==> src/core/boot_regs.vh <==
// Constants for the boot download handshake: command codes, status bytes, strap codes
`ifndef BOOT_REGS_VH
`define BOOT_REGS_VH
`define CMD_SOFT_RESTART 24'h000001
`define CMD_RESERVED_A 24'h000002
`define CMD_RESERVED_B 24'h000003
`define CMD_START_DOWNLOAD 24'h000004
`define CMD_ACCEPT_ACK 24'h000005
`define ST_READY_FOR_IMAGE 8'h01
`define ST_IMAGE_ACCEPTED 8'h02
`define ST_PART_MISMATCH 8'hF0
`define ST_LOAD_FAULT_A 8'hFA
`define ST_UNKNOWN_COMMAND 8'hFB
`define ST_LOAD_FAULT_B 8'hFC
`define ST_SETUP_FAULT_A 8'hFD
`define ST_SETUP_FAULT_B 8'hFE
`define ST_BAD_CHECKSUM 8'hFF
`define STRAP_SERIAL 2'h0
`define FIFO_DEPTH_RST 32
`define BYTE_CNT_RST 2'h0
`endif

==> src/core/host_boot_download_handshake.v <==
// Boot download handshake: inbound byte FIFO and the boot sequencer top
// Operation
// - Mode straps are sampled when hard reset releases; they pick serial or parallel.
// - Start-download code 0x000004 prepares the device to accept an image.
// - Successful preparation returns ready-for-image byte 0x01.
// - Failed preparation returns 0xFD/0xFE, 0xFB or 0xFA/0xFC, then stalls until reset.
// - Image ends in three-byte checksum; a match returns 0x02.
// - Checksum mismatch returns 0xFF and stalls until hard reset.
// - Acknowledge 0x000005 triggers internal application reset and starts the code.
// - Serial mode: host reads only after the device pulls attention low.
// - Commands are three bytes: restart 0x000001, 0x000002/3 reserved; replies single bytes.
// - After download the device waits for the begin-decode message before decoding.
// - Image not matching the part returns 0xF0 after the application starts.
`timescale 1ns/10ps
`include "boot_regs.vh"

module byte_fifo
#(
	parameter WIDTH = 9,
	parameter DEPTH = 32,
	parameter AW = 5
)
(
	input wire sys_clk, // System clock
	input wire sys_rst, // Synchronous reset, high
	input wire in_valid, // Write request
	input wire [WIDTH-1:0] in_data, // Write data
	output wire in_ready, // Space available
	output wire out_valid, // Data available
	output wire [WIDTH-1:0] out_data, // Head of queue
	input wire out_ready // Consumer takes head
);
	reg [WIDTH-1:0] mem_reg [0:DEPTH-1];
	reg [AW-1:0] wr_ptr_reg;
	reg [AW-1:0] rd_ptr_reg;
	reg [AW:0] count_reg;
	reg space_reg;
	wire push;
	wire pop;
	wire [AW:0] count_next;
	// Full and empty come from the count; space is a flop so the output pin is clean
	assign in_ready = space_reg;
	assign out_valid = (count_reg != 0);
	assign out_data = mem_reg[rd_ptr_reg];
	assign push = in_valid && in_ready;
	assign pop = out_valid && out_ready;
	assign count_next = count_reg + {{AW{1'b0}}, push} - {{AW{1'b0}}, pop};

	// Storage written by index, no reset needed on data
	always @(posedge sys_clk)
	begin
		if (push)
			mem_reg[wr_ptr_reg] <= in_data;
	end

	// Pointers wrap at DEPTH so non-power-of-two depths work
	always @(posedge sys_clk)
	begin
		if (sys_rst)
		begin
			wr_ptr_reg <= {AW{1'b0}};
			rd_ptr_reg <= {AW{1'b0}};
			count_reg <= {(AW+1){1'b0}};
			space_reg <= 1'b1;
		end
		else
		begin
			if (push)
				wr_ptr_reg <= (wr_ptr_reg == DEPTH - 1) ? {AW{1'b0}} : wr_ptr_reg + 1'b1;
			if (pop)
				rd_ptr_reg <= (rd_ptr_reg == DEPTH - 1) ? {AW{1'b0}} : rd_ptr_reg + 1'b1;
			count_reg <= count_next;
			space_reg <= (count_next != DEPTH);
		end
	end
endmodule // byte_fifo

module host_boot_download_handshake
#(
	parameter FIFO_DEPTH = `FIFO_DEPTH_RST,
	parameter FIFO_AW = 5
)
(
	input wire sys_clk, // 20 MHz system clock
	input wire sys_rst, // Hard reset, synchronous, high
	input wire wr_strap_n, // Write strap pin
	input wire rd_strap_n, // Read strap pin
	input wire psel_strap, // Protocol select pin
	input wire host_wr_valid, // Host byte offered
	input wire [7:0] host_wr_data, // Host byte, MSB first
	input wire host_wr_last, // Final byte of the image
	output wire host_wr_ready, // Inbound space, back-pressure
	input wire host_rd_strobe, // Host has read the status byte
	output reg [7:0] status_byte_reg, // Outgoing status byte
	output reg out_ready_reg, // Status byte pending
	output reg host_attention_n_reg, // Interrupt request, low active
	input wire setup_fault, // Preparation could not complete
	input wire part_match, // Image suits this part
	input wire begin_decode_msg, // Begin-decode message seen
	output reg app_reset_reg, // One-cycle internal application reset
	output reg decoding_reg, // Audio decode running
	output reg stalled_reg, // Waiting for hard reset
	output reg serial_mode_reg // Strapped serial control mode
);
	localparam S_CMD = 6'h01;
	localparam S_IMAGE = 6'h02;
	localparam S_ACK = 6'h04;
	localparam S_APP = 6'h08;
	localparam S_RUN = 6'h10;
	localparam S_STALL = 6'h20;
	reg [5:0] state_reg;
	reg [2:0] strap_meta_reg;
	reg [2:0] strap_sync_reg;
	reg strap_taken_reg;
	reg [23:0] word_reg;
	reg [1:0] byte_cnt_reg;
	reg [23:0] sum_reg;
	wire fifo_valid;
	wire [8:0] fifo_data;
	wire take;
	wire [23:0] word_full;
	wire word_done;
	// Append one byte to the assembling word, high byte arrives first
	function [23:0] shift_in;
		input [23:0] w;
		input [7:0] b;
		begin
			shift_in = {w[15:0], b};
		end
	endfunction

	byte_fifo #(.WIDTH(9), .DEPTH(FIFO_DEPTH), .AW(FIFO_AW)) in_fifo
	(
		.sys_clk(sys_clk),
		.sys_rst(sys_rst),
		.in_valid(host_wr_valid),
		.in_data({host_wr_last, host_wr_data}),
		.in_ready(host_wr_ready),
		.out_valid(fifo_valid),
		.out_data(fifo_data),
		.out_ready(take)
	);
	// Drain only while no reply waits; a stalled device lets the FIFO fill
	assign take = fifo_valid && !out_ready_reg && !app_reset_reg
		&& ((state_reg == S_CMD) || (state_reg == S_IMAGE) || (state_reg == S_ACK));
	assign word_full = shift_in(word_reg, fifo_data[7:0]);
	assign word_done = (byte_cnt_reg == 2'h2);
	// Strap pins pass two flops before anything looks at them
	always @(posedge sys_clk)
	begin
		strap_meta_reg <= {wr_strap_n, rd_strap_n, psel_strap};
		strap_sync_reg <= strap_meta_reg;
	end

	// Straps caught once, on the first clocked cycle after reset release
	always @(posedge sys_clk)
	begin
		if (sys_rst)
		begin
			strap_taken_reg <= 1'b0;
			serial_mode_reg <= 1'b0;
		end
		else if (!strap_taken_reg)
		begin
			strap_taken_reg <= 1'b1;
			serial_mode_reg <= (strap_sync_reg[2:1] == `STRAP_SERIAL);
		end
	end

	// Boot sequencer
	always @(posedge sys_clk)
	begin
		if (sys_rst)
		begin
			state_reg <= S_CMD;
			word_reg <= 24'h000000;
			byte_cnt_reg <= `BYTE_CNT_RST;
			sum_reg <= 24'h000000;
			status_byte_reg <= 8'h00;
			out_ready_reg <= 1'b0;
			app_reset_reg <= 1'b0;
			decoding_reg <= 1'b0;
			stalled_reg <= 1'b0;
		end
		else
		begin
			app_reset_reg <= 1'b0;
			// Byte stays put until the host reads it
			if (host_rd_strobe)
				out_ready_reg <= 1'b0;
			if (take)
			begin
				word_reg <= word_full;
				byte_cnt_reg <= word_done ? 2'h0 : byte_cnt_reg + 1'b1;
			end
			case (state_reg)
				S_CMD:
				begin
					if (take && word_done)
					begin
						out_ready_reg <= 1'b1;
						if (word_full == `CMD_START_DOWNLOAD && !setup_fault)
						begin
							status_byte_reg <= `ST_READY_FOR_IMAGE;
							sum_reg <= 24'h000000;
							state_reg <= S_IMAGE;
						end
						else if (word_full == `CMD_START_DOWNLOAD)
						begin
							status_byte_reg <= `ST_SETUP_FAULT_A;
							state_reg <= S_STALL;
						end
						else if (word_full == `CMD_SOFT_RESTART)
						begin
							out_ready_reg <= 1'b0;
							app_reset_reg <= 1'b1;
						end
						else
						begin
							// Reserved codes count as unknown too
							status_byte_reg <= `ST_UNKNOWN_COMMAND;
							state_reg <= S_STALL;
						end
					end
				end
				S_IMAGE:
				begin
					if (take && word_done && fifo_data[8])
					begin
						out_ready_reg <= 1'b1;
						status_byte_reg <= (word_full == sum_reg) ? `ST_IMAGE_ACCEPTED
							: `ST_BAD_CHECKSUM;
						state_reg <= (word_full == sum_reg) ? S_ACK : S_STALL;
					end
					else if (take && fifo_data[8])
					begin
						// Image not a whole number of words
						out_ready_reg <= 1'b1;
						status_byte_reg <= `ST_LOAD_FAULT_A;
						state_reg <= S_STALL;
					end
					else if (take && word_done)
						sum_reg <= sum_reg + word_full;
				end
				S_ACK:
				begin
					if (take && word_done)
					begin
						if (word_full == `CMD_ACCEPT_ACK)
						begin
							app_reset_reg <= 1'b1;
							state_reg <= S_APP;
							if (!part_match)
							begin
								out_ready_reg <= 1'b1;
								status_byte_reg <= `ST_PART_MISMATCH;
							end
						end
						else
						begin
							out_ready_reg <= 1'b1;
							status_byte_reg <= `ST_UNKNOWN_COMMAND;
							state_reg <= S_STALL;
						end
					end
				end
				S_APP:
				begin
					// Wrong-part code never initialises, so never decodes
					if (begin_decode_msg && part_match)
					begin
						decoding_reg <= 1'b1;
						state_reg <= S_RUN;
					end
				end
				S_RUN:
					decoding_reg <= 1'b1;
				S_STALL:
					stalled_reg <= 1'b1;
				default:
					state_reg <= S_CMD;
			endcase
		end
	end

	// Attention falls a cycle after output-ready rises, releases on the edge that clears it, serial mode only
	always @(posedge sys_clk)
	begin
		if (sys_rst)
			host_attention_n_reg <= 1'b1;
		else
			host_attention_n_reg <= !(out_ready_reg && serial_mode_reg && !host_rd_strobe);
	end
endmodule // host_boot_download_handshake

==> config.mk <==
export PLATFORM = sky130hd
export DESIGN_NAME = host_boot_download_handshake
export DESIGN_NICKNAME = d
export VERILOG_FILES = /design/src/core/host_boot_download_handshake.v
export VERILOG_INCLUDE_DIRS = /design/src /design/src/core
export SDC_FILE = /design/constraint.sdc
export NUM_CORES = 1
export LEC_CHECK = 0
export BUFFER_PORTS_ARGS = -buffer_cell sky130_fd_sc_hd__buf_2
export CAP_MARGIN = 20
export CORE_ASPECT_RATIO = 1.75
export CORE_UTILIZATION = 58
export DETAILED_ROUTE_END_ITERATION = 12
export GPL_ROUTABILITY_DRIVEN = 0
export GPL_TIMING_DRIVEN = 1
export PLACE_DENSITY = 0.84
export SETUP_SLACK_MARGIN = 0.3
export SLEW_MARGIN = 20
export SYNTH_ARGS = -nofsm -noshare
export SYNTH_HDL_FRONTEND = slang
export SYNTH_SLANG_ARGS = --single-unit
==> constraint.sdc <==
create_clock -name sys_clk -period 9.1 [get_ports sys_clk]
set_input_delay 0.455 -clock sys_clk [delete_from_list [all_inputs] [get_ports sys_clk]]
set_output_delay 0.455 -clock sys_clk [all_outputs]
set_load 0.1 [all_outputs]
==> metrics.md <==
| Metric | Value |
|---|---|
| Post-synthesis cell area | `0.01599 mm²` |
| Syn_nets | `1156` |
| Max_cap viols | `0` |
| Layout Nets | `between 1000 and 1500` |
| Fillers | `roughly 1900` |
| Most common cell after layout, fill and taps aside | `edfxtp_1` |
| Period utilization | `71.64%` |
| GRT Overall Usage | `27.21%` |
| Status | `completed` |
| Crit path launch type | `flip-flop` |
| Post-Syn Instances | `1097` |
| TritonCTS clock tree | `done` |
| RSZ-0062 raised after global routing | `false` |
| Setup TNS Final | `0 ps` |
| Final hold vios | `0` |
| Total grt overflow | `0` |
| Worst reg2reg path depth | `14` |
| Placed Cells | `1455` |
| Top Family by Delay on Critical Path | `compound AO/OA/AOI/OAI gates` |
| Post-Route Skew | `18.56 ps` |
| Crit-path cells | `mux4_2 > mux4_2 > mux2i_1 > inv_1 > ha_1 > o21a_1 > a2111o_1 > a211o_1 > and3_1 > o31ai_1 > a21boi_0 > o21a_1 > or4_1 > a21oi_1` |
| Main flop type after synthesis | `edfxtp_1` |
| Core area | `0.02713 mm²` |
| Commonest cells after routing, fill and taps aside | `edfxtp_1, nor2_1, nand2_1` |
| First-pass GRT wire length | `56550 µm` |
| Final Non-Filler Cells | `1515` |
| Fmax | `153.4 MHz` |
| Worst reg2reg setup slack | `2580 ps` |
| Die Y | `221.6 µm` |
| R2R Path End | `sum_reg[19]$_SDFFE_PP0P_` |
| Initial antenna violation count | `0` |
| Largest net degree at the start of global routing | `77` |
| Buf+Inv Stages, Crit Path | `1` |
| Detailed placement HPWL | `23320 µm` |
| Io pins | `34` |
| Slew HR | `27.73%` |
| Die Width | `127.5 µm` |
| Worst slew pin tran | `1054 ps` |
| Leakage | `about 5.9 nW` |
| CTS Buf Count | `31` |
| DR vias/cell | `6.372` |
| Area after DPL | `0.01644 mm²` |
| WHS Path Cells | `3` |
| Max Root-Sink Buffers | `3` |
| Routed length per instance | `24.48 µm` |
| Via count | `9654` |
| Flops & latches, synth | `374` |
| Number of flops mapped to enable cells by yosys | `288` |
| Root Buffer | `clkbuf_16` |
| CP max FO | `41` |
| Ys async rst share | `0%` |
| N_diodes | `0` |
| Die ar. | `0.02825 mm²` |
| Critical path class | `reg -> reg` |
| # clock sinks | `around 370` |
| Share of layout cells above drive strength 1 | `between 10% and 20%` |
| Post-CTS setup buffer count | `0` |
| Clock Latency Late Sink | `just under 600 ps` |
| Pre-Repair DR Iteration Count | `5` |
| Min-Delay Endpoint | `host_attention_n_reg$_SDFF_PP1_` |
| Power, Total | `0.004588 W` |
| YS warnings | `0` |
| Syn Area/Cell | `14.57 µm²` |
| Starting Density | `58.93%` |
| Clock-pin slew on the worst setup and hold paths | `70 ps` |
| Crit path largest cell delay | `880 ps` |
| DR iter-0 viols | `940` |
| Buffers on Ports | `32` |
| Critical Path AT | `~7000 ps` |
| Routed Antenna Nets | `0` |
| PD cells | `261.4 mW/mm²` |
| WP data required | `9600 ps` |
| Setup crit end kind | `flip-flop` |
| DRC Markers | `0` |
| Slew Limit Fails | `0` |
| Total Wirelength | `~37000 µm` |
| Cell at the slowest stage of the critical path | `dfxtp_4` |
| Hold_sp | `host_rd_strobe` |
| Max FFs per register | `about 290` |
| Fin util | `around 65%` |
| Endpoints failing setup | `0` |
| Vias in the first global route | `9853` |
| Design area | `0.01755 mm²` |
| Num rows | `80` |
| Area Growth Syn to Fin | `9.792%` |
| # H-tree levels | `1` |
| Yosys cell types | `64` |
| Peak VDD IR | `0.2310 mV` |
| Hold crit path type | `in -> reg` |
| Crit path time final | `between 6000 and 7000 ps` |
| Register area share after synthesis | `64.87%` |
timing repair:
| action | 4_1_cts | 5_1_grt |
|---|---|---|
| hold endpoints to repair | 2 | 0 |
| endpoints found under the setup margin | 0 | 0 |
| hold buffers | 2 | 0 |
| resized for setup | 0 | 0 |
cells in the mapped netlist (all sizes together), types with 4 or more instances:
| master | number | area [µm²] |
|---|---|---|
| nand3b | 9 | 67.56 |
| edfxtp | 288 | 8648 |
| a21o | 6 | 45.04 |
| nand4 | 10 | 62.56 |
| nor3 | 24 | 120.1 |
| xnor2 | 9 | 78.83 |
| inv | 23 | 86.33 |
| a211oi | 5 | 37.54 |
| nand3 | 24 | 120.1 |
| o21bai | 4 | 30.03 |
| mux2i | 23 | 230.2 |
| a21boi | 5 | 37.54 |
| clkbuf | 29 | 108.9 |
| and3 | 8 | 50.05 |
| mux4 | 79 | 1779 |
| o21a | 5 | 37.54 |
| or4 | 7 | 56.30 |
| nor4b | 4 | 35.03 |
| nand2b | 4 | 25.02 |
| nor2b | 6 | 37.54 |
| xor2 | 13 | 113.9 |
| buf | 23 | 136.4 |
| a211o | 5 | 43.79 |
| a21oi | 87 | 435.4 |
| dfxtp | 86 | 1722 |
| nor4 | 12 | 75.07 |
| nor2 | 91 | 341.6 |
| nand2 | 88 | 330.3 |
| or3 | 9 | 56.30 |
| mux2 | 4 | 45.04 |
| o21ai | 21 | 105.1 |
| o211ai | 5 | 37.54 |
| ha | 38 | 475.5 |
worst max-delay path by stage:
| stage | startpoint | end | depth (start not counted) |
|---|---|---|---|
| after floorplan | flip-flop | sum_reg[19]$_SDFFE_PP0P_ | 17 |
| after global routing | flip-flop | sum_reg[19]$_SDFFE_PP0P_ | 14 |
| after global placement | flip-flop | sum_reg[19]$_SDFFE_PP0P_ | 14 |
| after detailed placement | flip-flop | sum_reg[19]$_SDFFE_PP0P_ | 14 |
| after CTS | flip-flop | sum_reg[19]$_SDFFE_PP0P_ | 14 |
| final | flip-flop | sum_reg[19]$_SDFFE_PP0P_ | 14 |
layout make-up:
| type | count | area (µm²) | area share [%] |
|---|---|---|---|
| Sequential cell | 374 | 10380 | 59.13 |
| Multi-Input combinational cell | 646 | 5291 | 30.15 |
| Clock buffer | 43 | 850.8 | 4.848 |
| Tap cell | 369 | 461.7 | 2.631 |
| Timing Repair Buffer | 43 | 247.7 | 1.412 |
| Clock inverter | 15 | 227.7 | 1.297 |
| Inverter | 25 | 93.84 | 0.5347 |
per-stage QoR:
step | hold slack, ps | worst slack [ps]
6_report | 148.4 | 2581
5_1_grt | 133.9 | 2281
4_1_cts | 121.8 | 2625
3_5_place_dp | 312.1 | 2742
3_3_place_gp | 311.0 | 2925
2_1_floorplan | 309.6 | 3930
report_power, final:
group	switching, W	total (W)	internal (W)
clock network	0.000592	0.00142	0.000823
logic	0.000665	0.00113	0.000469
registers	0.000126	0.00204	0.00191
total	0.00138	0.00459	0.00321
cell families (layout without fill, tap and decap cells):
group	after synthesis	count (layout)	synth area share [%]
adder cells (fa/ha/maj)	40	40	3.225
flip-flops	374	374	64.87
AND/OR/NAND/NOR	311	311	9.354
XOR/XNOR	22	22	1.205
buffers and inverters	77	126	2.121
multiplexers	106	106	12.85
AO/OA/AOI/OAI	167	167	6.371
tightest hold or removal path, cell delays in order:
cell and delay (ps):
buf_2 70, nor2b_1 70, nand3_1 90
metal layers:
layer | GRT usage, % | wire length (µm) | up-vias
li1 | - | - | 4280
met1 | 29.86 | 12500 | 4794
met2 | 48.92 | 19960 | 434
met3 | 3.596 | 2063 | 146
met4 | 17.43 | 2559 | 0
met5 | 0 | 0 | -
No activity file was read; power rests on OpenSTA's default activity.
